### config.mk
export PLATFORM = sky130hd
export DESIGN_NAME = modem_config_register_bank
export DESIGN_NICKNAME = d
export VERILOG_FILES = /design/src/pkg/modem_cfg_pkg.sv /design/src/pkg/reg_access_if.sv /design/src/design/modem_config_register_bank.sv /design/src/design/spi_reg_port.sv
export VERILOG_INCLUDE_DIRS = /design/src /design/src/pkg
export SDC_FILE = /design/constraint.sdc
export NUM_CORES = 1
export LEC_CHECK = 0
export ABC_AREA = 1
export BUFFER_PORTS_ARGS = -buffer_cell sky130_fd_sc_hd__buf_2
export CORE_MARGIN = 1.5
export CORE_UTILIZATION = 55
export CTS_BUF_LIST = sky130_fd_sc_hd__clkbuf_16
export CTS_CLUSTER_DIAMETER = 60
export DETAILED_ROUTE_END_ITERATION = 10
export PLACE_DENSITY = 0.75
export SYNTH_ARGS = -nofsm -noshare
export SYNTH_HDL_FRONTEND = slang
export SYNTH_SLANG_ARGS = --single-unit
### constraint.sdc
create_clock -name i_mclk -period 11.9 [get_ports i_mclk]
set_clock_uncertainty 0.15 [all_clocks]
set_input_delay 0.595 -clock i_mclk [delete_from_list [all_inputs] [get_ports i_mclk]]
set_output_delay 0.595 -clock i_mclk [all_outputs]
set_load 0.01 [all_outputs]
### src/pkg/modem_cfg_consts.svh
// Register offsets, field positions, reset values and scale factors
`ifndef MODEM_CFG_CONSTS_SVH
`define MODEM_CFG_CONSTS_SVH
`define ADDR_AGC_OVR_TWO 7'h6A
`define ADDR_DATA_RATE_LO 7'h6F
`define ADDR_MOD_CTRL_ONE 7'h70
`define ADDR_MOD_CTRL_TWO 7'h71
`define ADDR_DEV_LOW 7'h72
`define ADDR_OFS_LOW 7'h73
`define ADDR_OFS_HIGH 7'h74
`define RST_AGC_OVR_TWO 8'h00
`define RST_DATA_RATE_LO 8'h3D
`define RST_MOD_CTRL_ONE 8'h00
`define RST_MOD_CTRL_TWO 8'h00
`define RST_DEV_LOW 8'h20
`define RST_OFS 10'h000
`define MASK_MOD_CTRL_ONE 8'h3F
`define BIT_AGC_IGN_PRE 7
`define BIT_AGC_SLOW 6
`define LNA_COMP_HI 5
`define LNA_COMP_LO 2
`define PGA_REF_HI 1
`define PGA_REF_LO 0
`define BIT_PH_PWDN 4
`define BIT_MAN_PPOL 3
`define BIT_MAN_INV 2
`define BIT_MAN_EN 1
`define BIT_WHITEN 0
`define BIT_DEV_MSB 2
`define DEV_STEP_HZ 625
`define OFS_STEP_CHZ 15625
`define SLOW_RISE_DIV 4
`endif

### src/pkg/modem_cfg_pkg.sv
// Shared types of the modem configuration bank
package modem_cfg_pkg;
  typedef enum logic [1:0] {PH_IDLE, PH_ADDR, PH_DATA, PH_DONE} spi_phase_t;
endpackage : modem_cfg_pkg

### src/pkg/reg_access_if.sv
// Register access strobes between the serial port and the register file
`timescale 1ns/10ps
interface reg_access_if;
  logic wr_stb;
  logic rd_stb;
  logic [6:0] addr;
  logic [7:0] wdata;
  logic [7:0] rdata;
  modport engine (output wr_stb, output rd_stb, output addr, output wdata, input rdata);
  modport regs (input wr_stb, input rd_stb, input addr, input wdata, output rdata);
endinterface : reg_access_if

### src/design/modem_config_register_bank.sv
// Modem configuration register bank with serial register access
`timescale 1ns/10ps
`include "modem_cfg_consts.svh"
module modem_config_register_bank #(
  parameter int SLOW_DIV = `SLOW_RISE_DIV
) (
  input wire logic i_mclk,
  input wire logic i_sys_rst,
  input wire logic i_sel_n,
  input wire logic i_sclk,
  input wire logic i_sdi,
  output logic o_sdo,
  output logic o_sdo_oe,
  input wire logic i_high_band,
  input wire logic i_low_power,
  input wire logic i_preamble_det,
  input wire logic [9:0] i_afc_result,
  input wire logic i_gain_inc_req,
  input wire logic i_gain_dec_req,
  input wire logic i_lna_gain_high,
  input wire logic [7:0] i_rssi,
  output logic o_agc_hold,
  output logic o_gain_inc,
  output logic o_gain_dec,
  output logic [3:0] o_lna_gain_comp,
  output logic [7:0] o_rssi_smoothed,
  output logic [1:0] o_pga_window_ref,
  output logic [7:0] o_data_rate_low,
  output logic o_ph_pwdn,
  output logic o_tx_preamble_bit,
  output logic o_manch_invert,
  output logic o_manch_enable,
  output logic o_whiten_enable,
  output logic [8:0] o_deviation_setting,
  output logic [18:0] o_deviation_hz,
  output logic [9:0] o_offset_setting,
  output logic signed [24:0] o_offset_chz
);
  reg_access_if bus ();

  logic [7:0] agc_override_two_q;
  logic [7:0] data_rate_low_byte_q;
  logic [7:0] modulation_control_one_q;
  logic [7:0] modulation_control_two_q;
  logic [7:0] deviation_low_q;
  logic [9:0] offset_setting_q;
  logic [7:0] rdata_q;
  logic [7:0] rdata_d;
  logic [$clog2(SLOW_DIV+1)-1:0] slow_cnt_q;
  logic [8:0] deviation_setting;
  logic [8:0] rssi_sum;
  logic signed [25:0] ofs_step;
  logic signed [25:0] ofs_scaled;
  logic agc_slow;

  // Host access only through the serial port
  spi_reg_port u_port (
    .i_mclk(i_mclk),
    .i_sys_rst(i_sys_rst),
    .i_sel_n(i_sel_n),
    .i_sclk(i_sclk),
    .i_sdi(i_sdi),
    .o_sdo(o_sdo),
    .o_sdo_oe(o_sdo_oe),
    .bus(bus)
  );

  // Register writes; unmapped addresses are ignored
  always_ff @(posedge i_mclk or posedge i_sys_rst)
  begin
    if (i_sys_rst)
    begin
      agc_override_two_q <= `RST_AGC_OVR_TWO;
      data_rate_low_byte_q <= `RST_DATA_RATE_LO;
      modulation_control_one_q <= `RST_MOD_CTRL_ONE;
      modulation_control_two_q <= `RST_MOD_CTRL_TWO;
      deviation_low_q <= `RST_DEV_LOW;
      offset_setting_q <= `RST_OFS;
    end
    else if (bus.wr_stb)
    begin
      unique case (bus.addr)
        `ADDR_AGC_OVR_TWO: agc_override_two_q <= bus.wdata;
        `ADDR_DATA_RATE_LO: data_rate_low_byte_q <= bus.wdata;
        `ADDR_MOD_CTRL_ONE: modulation_control_one_q <= bus.wdata & `MASK_MOD_CTRL_ONE;
        `ADDR_MOD_CTRL_TWO: modulation_control_two_q <= bus.wdata;
        `ADDR_DEV_LOW: deviation_low_q <= bus.wdata;
        `ADDR_OFS_LOW: offset_setting_q[7:0] <= bus.wdata;
        `ADDR_OFS_HIGH: offset_setting_q[9:8] <= bus.wdata[1:0];
        default:
        begin
        end
      endcase
    end
  end

  // Read mux; offset reads show the AFC result, not the written setting
  always_comb
  begin
    rdata_d = 8'h00;
    unique case (bus.addr)
      `ADDR_AGC_OVR_TWO: rdata_d = agc_override_two_q;
      `ADDR_DATA_RATE_LO: rdata_d = data_rate_low_byte_q;
      `ADDR_MOD_CTRL_ONE: rdata_d = modulation_control_one_q;
      `ADDR_MOD_CTRL_TWO: rdata_d = modulation_control_two_q;
      `ADDR_DEV_LOW: rdata_d = deviation_low_q;
      `ADDR_OFS_LOW: rdata_d = i_afc_result[7:0];
      `ADDR_OFS_HIGH: rdata_d = {6'h00, i_afc_result[9:8]};
      default: rdata_d = 8'h00;
    endcase
  end

  always_ff @(posedge i_mclk or posedge i_sys_rst)
  begin
    if (i_sys_rst)
    begin
      rdata_q <= 8'h00;
    end
    else if (bus.rd_stb)
    begin
      rdata_q <= rdata_d;
    end
  end

  assign bus.rdata = rdata_q;

  // Gain loop steering
  assign agc_slow = agc_override_two_q[`BIT_AGC_SLOW];

  always_ff @(posedge i_mclk or posedge i_sys_rst)
  begin
    if (i_sys_rst)
    begin
      o_agc_hold <= 1'b0;
      o_gain_dec <= 1'b0;
    end
    else
    begin
      o_agc_hold <= i_preamble_det & ~agc_override_two_q[`BIT_AGC_IGN_PRE];
      o_gain_dec <= i_gain_dec_req;
    end
  end

  // Slow rise passes one increase request in SLOW_DIV
  always_ff @(posedge i_mclk or posedge i_sys_rst)
  begin
    if (i_sys_rst)
    begin
      slow_cnt_q <= '0;
      o_gain_inc <= 1'b0;
    end
    else
    begin
      o_gain_inc <= 1'b0;
      if (i_gain_inc_req)
      begin
        if (!agc_slow || slow_cnt_q == ($bits(slow_cnt_q))'(SLOW_DIV - 1))
        begin
          o_gain_inc <= 1'b1;
          slow_cnt_q <= '0;
        end
        else
        begin
          slow_cnt_q <= slow_cnt_q + 1'b1;
        end
      end
    end
  end

  // RSSI lifted by the compensation while the LNA sits at low gain
  assign rssi_sum = {1'b0, i_rssi} + {5'h00, o_lna_gain_comp};

  always_ff @(posedge i_mclk or posedge i_sys_rst)
  begin
    if (i_sys_rst)
    begin
      o_lna_gain_comp <= 4'h0;
      o_rssi_smoothed <= 8'h00;
      o_pga_window_ref <= 2'h0;
    end
    else
    begin
      o_lna_gain_comp <= agc_override_two_q[`LNA_COMP_HI:`LNA_COMP_LO];
      if (i_lna_gain_high)
      begin
        o_rssi_smoothed <= i_rssi;
      end
      else
      begin
        o_rssi_smoothed <= rssi_sum[8] ? 8'hFF : rssi_sum[7:0];
      end
      o_pga_window_ref <= agc_override_two_q[`PGA_REF_HI:`PGA_REF_LO];
    end
  end

  // Modulation mode controls
  always_ff @(posedge i_mclk or posedge i_sys_rst)
  begin
    if (i_sys_rst)
    begin
      o_data_rate_low <= `RST_DATA_RATE_LO;
      o_ph_pwdn <= 1'b0;
      o_tx_preamble_bit <= 1'b0;
      o_manch_invert <= 1'b0;
      o_manch_enable <= 1'b0;
      o_whiten_enable <= 1'b0;
    end
    else
    begin
      o_data_rate_low <= data_rate_low_byte_q;
      o_ph_pwdn <= i_low_power & modulation_control_one_q[`BIT_PH_PWDN];
      // Transmit preamble level only; receive path never sees it
      o_tx_preamble_bit <= modulation_control_one_q[`BIT_MAN_EN]
                           & modulation_control_one_q[`BIT_MAN_PPOL];
      o_manch_invert <= modulation_control_one_q[`BIT_MAN_INV];
      o_manch_enable <= modulation_control_one_q[`BIT_MAN_EN];
      o_whiten_enable <= modulation_control_one_q[`BIT_WHITEN];
    end
  end

  // Deviation and offset scaling
  assign deviation_setting = {modulation_control_two_q[`BIT_DEV_MSB], deviation_low_q};
  assign ofs_step = 26'(i_high_band ? 2 * `OFS_STEP_CHZ : `OFS_STEP_CHZ);
  assign ofs_scaled = 26'($signed(offset_setting_q) * ofs_step);

  always_ff @(posedge i_mclk or posedge i_sys_rst)
  begin
    if (i_sys_rst)
    begin
      o_deviation_setting <= 9'h000;
      o_deviation_hz <= 19'h00000;
      o_offset_setting <= `RST_OFS;
      o_offset_chz <= 25'sh0000000;
    end
    else
    begin
      o_deviation_setting <= deviation_setting;
      o_deviation_hz <= 19'(deviation_setting * `DEV_STEP_HZ);
      o_offset_setting <= offset_setting_q;
      o_offset_chz <= ofs_scaled[24:0];
    end
  end
endmodule : modem_config_register_bank

### src/design/spi_reg_port.sv
// Serial register port: oversampled slave, one address byte then one data byte
`timescale 1ns/10ps
module spi_reg_port (
  input wire logic i_mclk,
  input wire logic i_sys_rst,
  input wire logic i_sel_n,
  input wire logic i_sclk,
  input wire logic i_sdi,
  output logic o_sdo,
  output logic o_sdo_oe,
  reg_access_if.engine bus
);
  logic [1:0] sel_sync_q;
  logic [2:0] sclk_sync_q;
  logic [1:0] sdi_sync_q;
  modem_cfg_pkg::spi_phase_t phase_q;
  logic [2:0] bit_cnt_q;
  logic [7:0] shift_q;
  logic [7:0] tx_q;
  logic load_q;
  logic wr_dir_q;
  logic sel_act;
  logic sclk_rise;
  logic sclk_fall;
  logic [7:0] byte_in;

  assign sel_act = ~sel_sync_q[1];
  assign sclk_rise = sclk_sync_q[1] & ~sclk_sync_q[2];
  assign sclk_fall = ~sclk_sync_q[1] & sclk_sync_q[2];
  assign byte_in = {shift_q[6:0], sdi_sync_q[1]};

  always_ff @(posedge i_mclk or posedge i_sys_rst)
  begin
    if (i_sys_rst)
    begin
      sel_sync_q <= 2'h3;
      sclk_sync_q <= 3'h0;
      sdi_sync_q <= 2'h0;
    end
    else
    begin
      sel_sync_q <= {sel_sync_q[0], i_sel_n};
      sclk_sync_q <= {sclk_sync_q[1:0], i_sclk};
      sdi_sync_q <= {sdi_sync_q[0], i_sdi};
    end
  end

  // Frame sequencing; bits past the data byte are ignored
  always_ff @(posedge i_mclk or posedge i_sys_rst)
  begin
    if (i_sys_rst)
    begin
      phase_q <= modem_cfg_pkg::PH_IDLE;
      bit_cnt_q <= 3'h0;
      shift_q <= 8'h00;
    end
    else if (!sel_act)
    begin
      phase_q <= modem_cfg_pkg::PH_IDLE;
      bit_cnt_q <= 3'h0;
    end
    else if (sclk_rise && phase_q != modem_cfg_pkg::PH_DONE)
    begin
      shift_q <= byte_in;
      bit_cnt_q <= bit_cnt_q + 3'h1;
      if (bit_cnt_q == 3'h7)
      begin
        phase_q <= (phase_q == modem_cfg_pkg::PH_DATA) ? modem_cfg_pkg::PH_DONE
                                                      : modem_cfg_pkg::PH_DATA;
      end
    end
    else if (phase_q == modem_cfg_pkg::PH_IDLE)
    begin
      phase_q <= modem_cfg_pkg::PH_ADDR;
    end
  end

  // Address, direction and strobes toward the register file
  always_ff @(posedge i_mclk or posedge i_sys_rst)
  begin
    if (i_sys_rst)
    begin
      bus.rd_stb <= 1'b0;
      bus.wr_stb <= 1'b0;
      bus.addr <= 7'h00;
      bus.wdata <= 8'h00;
      wr_dir_q <= 1'b0;
    end
    else
    begin
      bus.rd_stb <= 1'b0;
      bus.wr_stb <= 1'b0;
      if (sel_act && sclk_rise && bit_cnt_q == 3'h7)
      begin
        if (phase_q == modem_cfg_pkg::PH_ADDR)
        begin
          bus.addr <= byte_in[6:0];
          bus.rd_stb <= ~byte_in[7];
          wr_dir_q <= byte_in[7];
        end
        else if (phase_q == modem_cfg_pkg::PH_DATA && wr_dir_q)
        begin
          bus.wdata <= byte_in;
          bus.wr_stb <= 1'b1;
        end
      end
    end
  end

  // Read data leaves MSB first, each bit set up on a falling clock
  always_ff @(posedge i_mclk or posedge i_sys_rst)
  begin
    if (i_sys_rst)
    begin
      load_q <= 1'b0;
      tx_q <= 8'h00;
      o_sdo <= 1'b0;
      o_sdo_oe <= 1'b0;
    end
    else
    begin
      load_q <= bus.rd_stb;
      o_sdo_oe <= sel_act;
      if (load_q)
      begin
        tx_q <= bus.rdata;
      end
      else if (sclk_fall && phase_q == modem_cfg_pkg::PH_DATA)
      begin
        o_sdo <= tx_q[7];
        tx_q <= {tx_q[6:0], 1'b0};
      end
    end
  end
endmodule : spi_reg_port

==> results.cfg <==
[floorplanning]
pin_count = 124
die_h_um = 154
die_w_um = 154
dieArea_mm2 = 0.0237
rows = 55
start_util_pct = 55.8
core_area_mm2 = 0.0225

[grt]
grt_max_degree = 113
overflow = 0
antenna_found_initial = 0
grt_pass1_wl_um = 44300
grtUsageTotal_pct = 23.7
first_global_vias = 9106

[drt]
wl_per_cell_um = 14.4
routed_wirelength_um = 26500
drtPass1Iterations = 5
num_vias = 9357
drc_errors = 0
vias_per_cell = 5.09
drtAntennaViolNets = 0
drt_first_iter_violations = 495

[synthesis]
ys_ff_latch = 196
syn-cell-area_mm2 = 0.0126
synth_area_leaders = dfrtp_1 36%, ha_1 14%, fa_1 12%
yosysUniqueCellTypes = 40
synth-adder-area-share_pct = 25.5
synth_common_cells = 358 x nand2_1, 263 x inv_1, 183 x dfrtp_1
ys_seq_area_share_pct = 39.2
synthXorXnorAreaFrac_pct = 1.54
synth_compound_area_share_pct = 5.89
synth_top_area_share_pct = 36.5
synth_area_leader_cell = dfrtp_1
synth_edf_count = 0
synth_top_family_by_area = adder cells
ys.flop_type = dfrtp_1
ys_warn_count = 0
syn_inst = 1413
synth.most_common_cell = nand2_1
yosys.area_share.simple_pct = 18.8
async_flop_share_pct = 100
synthMuxAreaShare_pct = 0
syn_area_per_cell_um2 = 8.88

[setup_path]
cp-end-kind = register
start_kind = register
cpMostUsedCell = nand2_1
path_delay_family = adder cells
cp.arrival_ns = 5.36
crit_required_ns = 12.08
worstPathBufferInverterCount = 6
slowest_stage = fa_1
cpPeakStageDelay_ns = 0.56
crit_type = register to register
crit_fanout = 7

[power]
powerDensity_mw_per_mm2 = 97.3
total_power_w = 0.00137
ir_drop_mv = 0.0887
cellLeakagePower_nw = 8.11

[sta]
relSlewSlack_pct = 30.5
setup_viol_count_final = 0
tns_ns = 0
worst_slew_pin_slew_ns = 1.04
finalMaxSlewViolations = 0
hold_viol_final = 0
fin_crit_sh_pct = 43.6
worst_hold_slack_ns = 0.0830
fmaxAchievable_ghz = 0.193
rsz0062_at_grt = no
period_needed_ns = 5.19

[cts]
htree_levels = 4
clk_root_buffer_cell = clkbuf_16
clock-sinks = 196
clockBufferDepth = 2
cts_tree = yes
clk_pin_slew_ns = 0.09
cts_resized = 0
cts_setup_buffers = 0
worstSkewPairLatency_ns = 0.45
cts-buffers-inserted = 17
cts_hold_buf = 0

[placement]
port_buffers = 123
hpwl_um = 20500
dp_cells = 1808
place_congestion = 0.923

[outcome]
outcome = complete, no violations

[worst_hold_path]
hold_path.class = primary input to register

[finish]
antenna_cells = 0
drive_gt1_share_pct = 12.5
fill_cells = 1896
layout.nets = 1783
fin_cells = 1840
area_growth_pct = 12.0

[flow_run]
max_cap_violations = 0
## routing by layer
| metal | global-route usage [%] | part of all wire (%) | vias up |
|---|---|---|---|
| met5 | 0 | 0 | - |
| met1 | 32.4 | 45 | 4456 |
| met4 | 6.98 | 1.7 | 0 |
| met3 | 4.88 | 5.4 | 39 |
| li1 | - | - | 4634 |
| met2 | 38.2 | 48 | 228 |
## power by group
group / internal (W) / switching [W]
clock: 0.000292 / 0.000308
sequential: 0.000682 / 0.00000743
combinational: 0.0000258 / 0.0000536
total: 0.000999 / 0.000369
## state kept, by name, summed over array words and instances (netlist names), 7 cells and up
signal and flops:
o_offset_chz 25, o_deviation_hz 19, o_offset_setting 10, offset_setting_q 10, agc_override_two_q 8, bus.rdata 8
data_rate_low_byte_q 8, deviation_low_q 8, modulation_control_two_q 8, o_data_rate_low 8, o_rssi_smoothed 8, u_port.bus.wdata 8
u_port.tx_q 8, u_port.bus.addr 7, u_port.shift_q 7
## kinds of logic (layout without fill, tap and decap cells)
family / count (synthesis) / count (layout)
simple gates: 561 / 561
buf+inv: 289 / 420
fa+ha+maj: 212 / 212
flops: 196 / 196
compound gates: 131 / 131
xor+xnor: 22 / 22
other cells: 2 / 13
## path summary, 6_finish.rpt
kind / from / end / slack (ns) / cells after the start
worst max-delay path: offset_setting_q[8]$_DFFE_PP0P_ / o_offset_chz[22]$_DFF_PP0_ / 6.71 / 25
worst min-delay path: i_sel_n / u_port.sel_sync_q[0]$_DFF_PP1_ / 0.08 / 1
worst max register to register: offset_setting_q[8]$_DFFE_PP0P_ / o_offset_chz[22]$_DFF_PP0_ / 6.71 / 25
worst min register to register: u_port.sdi_sync_q[0]$_DFF_PP0_ / u_port.sdi_sync_q[1]$_DFF_PP0_ / 0.20 / 0
max in group asynchronous: i_sys_rst / o_pga_window_ref[1]$_DFF_PP0_ / 9.89 / 3
min in group asynchronous: i_sys_rst / o_deviation_hz[13]$_DFF_PP0_ / 0.14 / 2
## cell usage in the layout, fill, tap and decap left out, types with 6 or more instances in the layout
| cell type | synthesis | routed |
|---|---|---|
| nand2_1 | 358 | 358 |
| inv_1 | 263 | 262 |
| dfrtp_1 | 183 | 183 |
| ha_1 | 139 | 139 |
| buf_2 | 6 | 123 |
| nand3_1 | 89 | 89 |
| nor2_1 | 78 | 78 |
| fa_1 | 73 | 73 |
| o21ai_0 | 64 | 64 |
| a21oi_1 | 28 | 28 |
| clkbuf_16 | 0 | 17 |
| xor2_1 | 16 | 16 |
| conb_1 | 2 | 13 |
| dfstp_2 | 13 | 13 |
| o21a_1 | 9 | 9 |
| nand4_1 | 8 | 8 |
| o21ai_2 | 8 | 8 |
| o21ai_1 | 8 | 8 |
| xnor2_1 | 6 | 6 |
## stage by stage
stage	cell area [um2]	utilization, %	worst slack [ns]
final	14100	62.5	6.71
after global routing	14100	62.5	6.33
after CTS	14100	62.5	6.75
after detailed placement	13400	59.7	6.53
after global placement	13400	59.7	6.71
after floorplan	12600	-	5.84
## final cells by class
type	count	area (um2)	area share (%)
clock inverters	15	198	1.41
repair buffers	124	623	4.43
well taps	285	357	2.54
inverters	264	998	7.10
flip-flops and latches	196	4920	35.0
multi-input cells	939	6540	46.5
clock buffers	17	425	3.03
No activity file was read; power rests on OpenSTA's default activity.
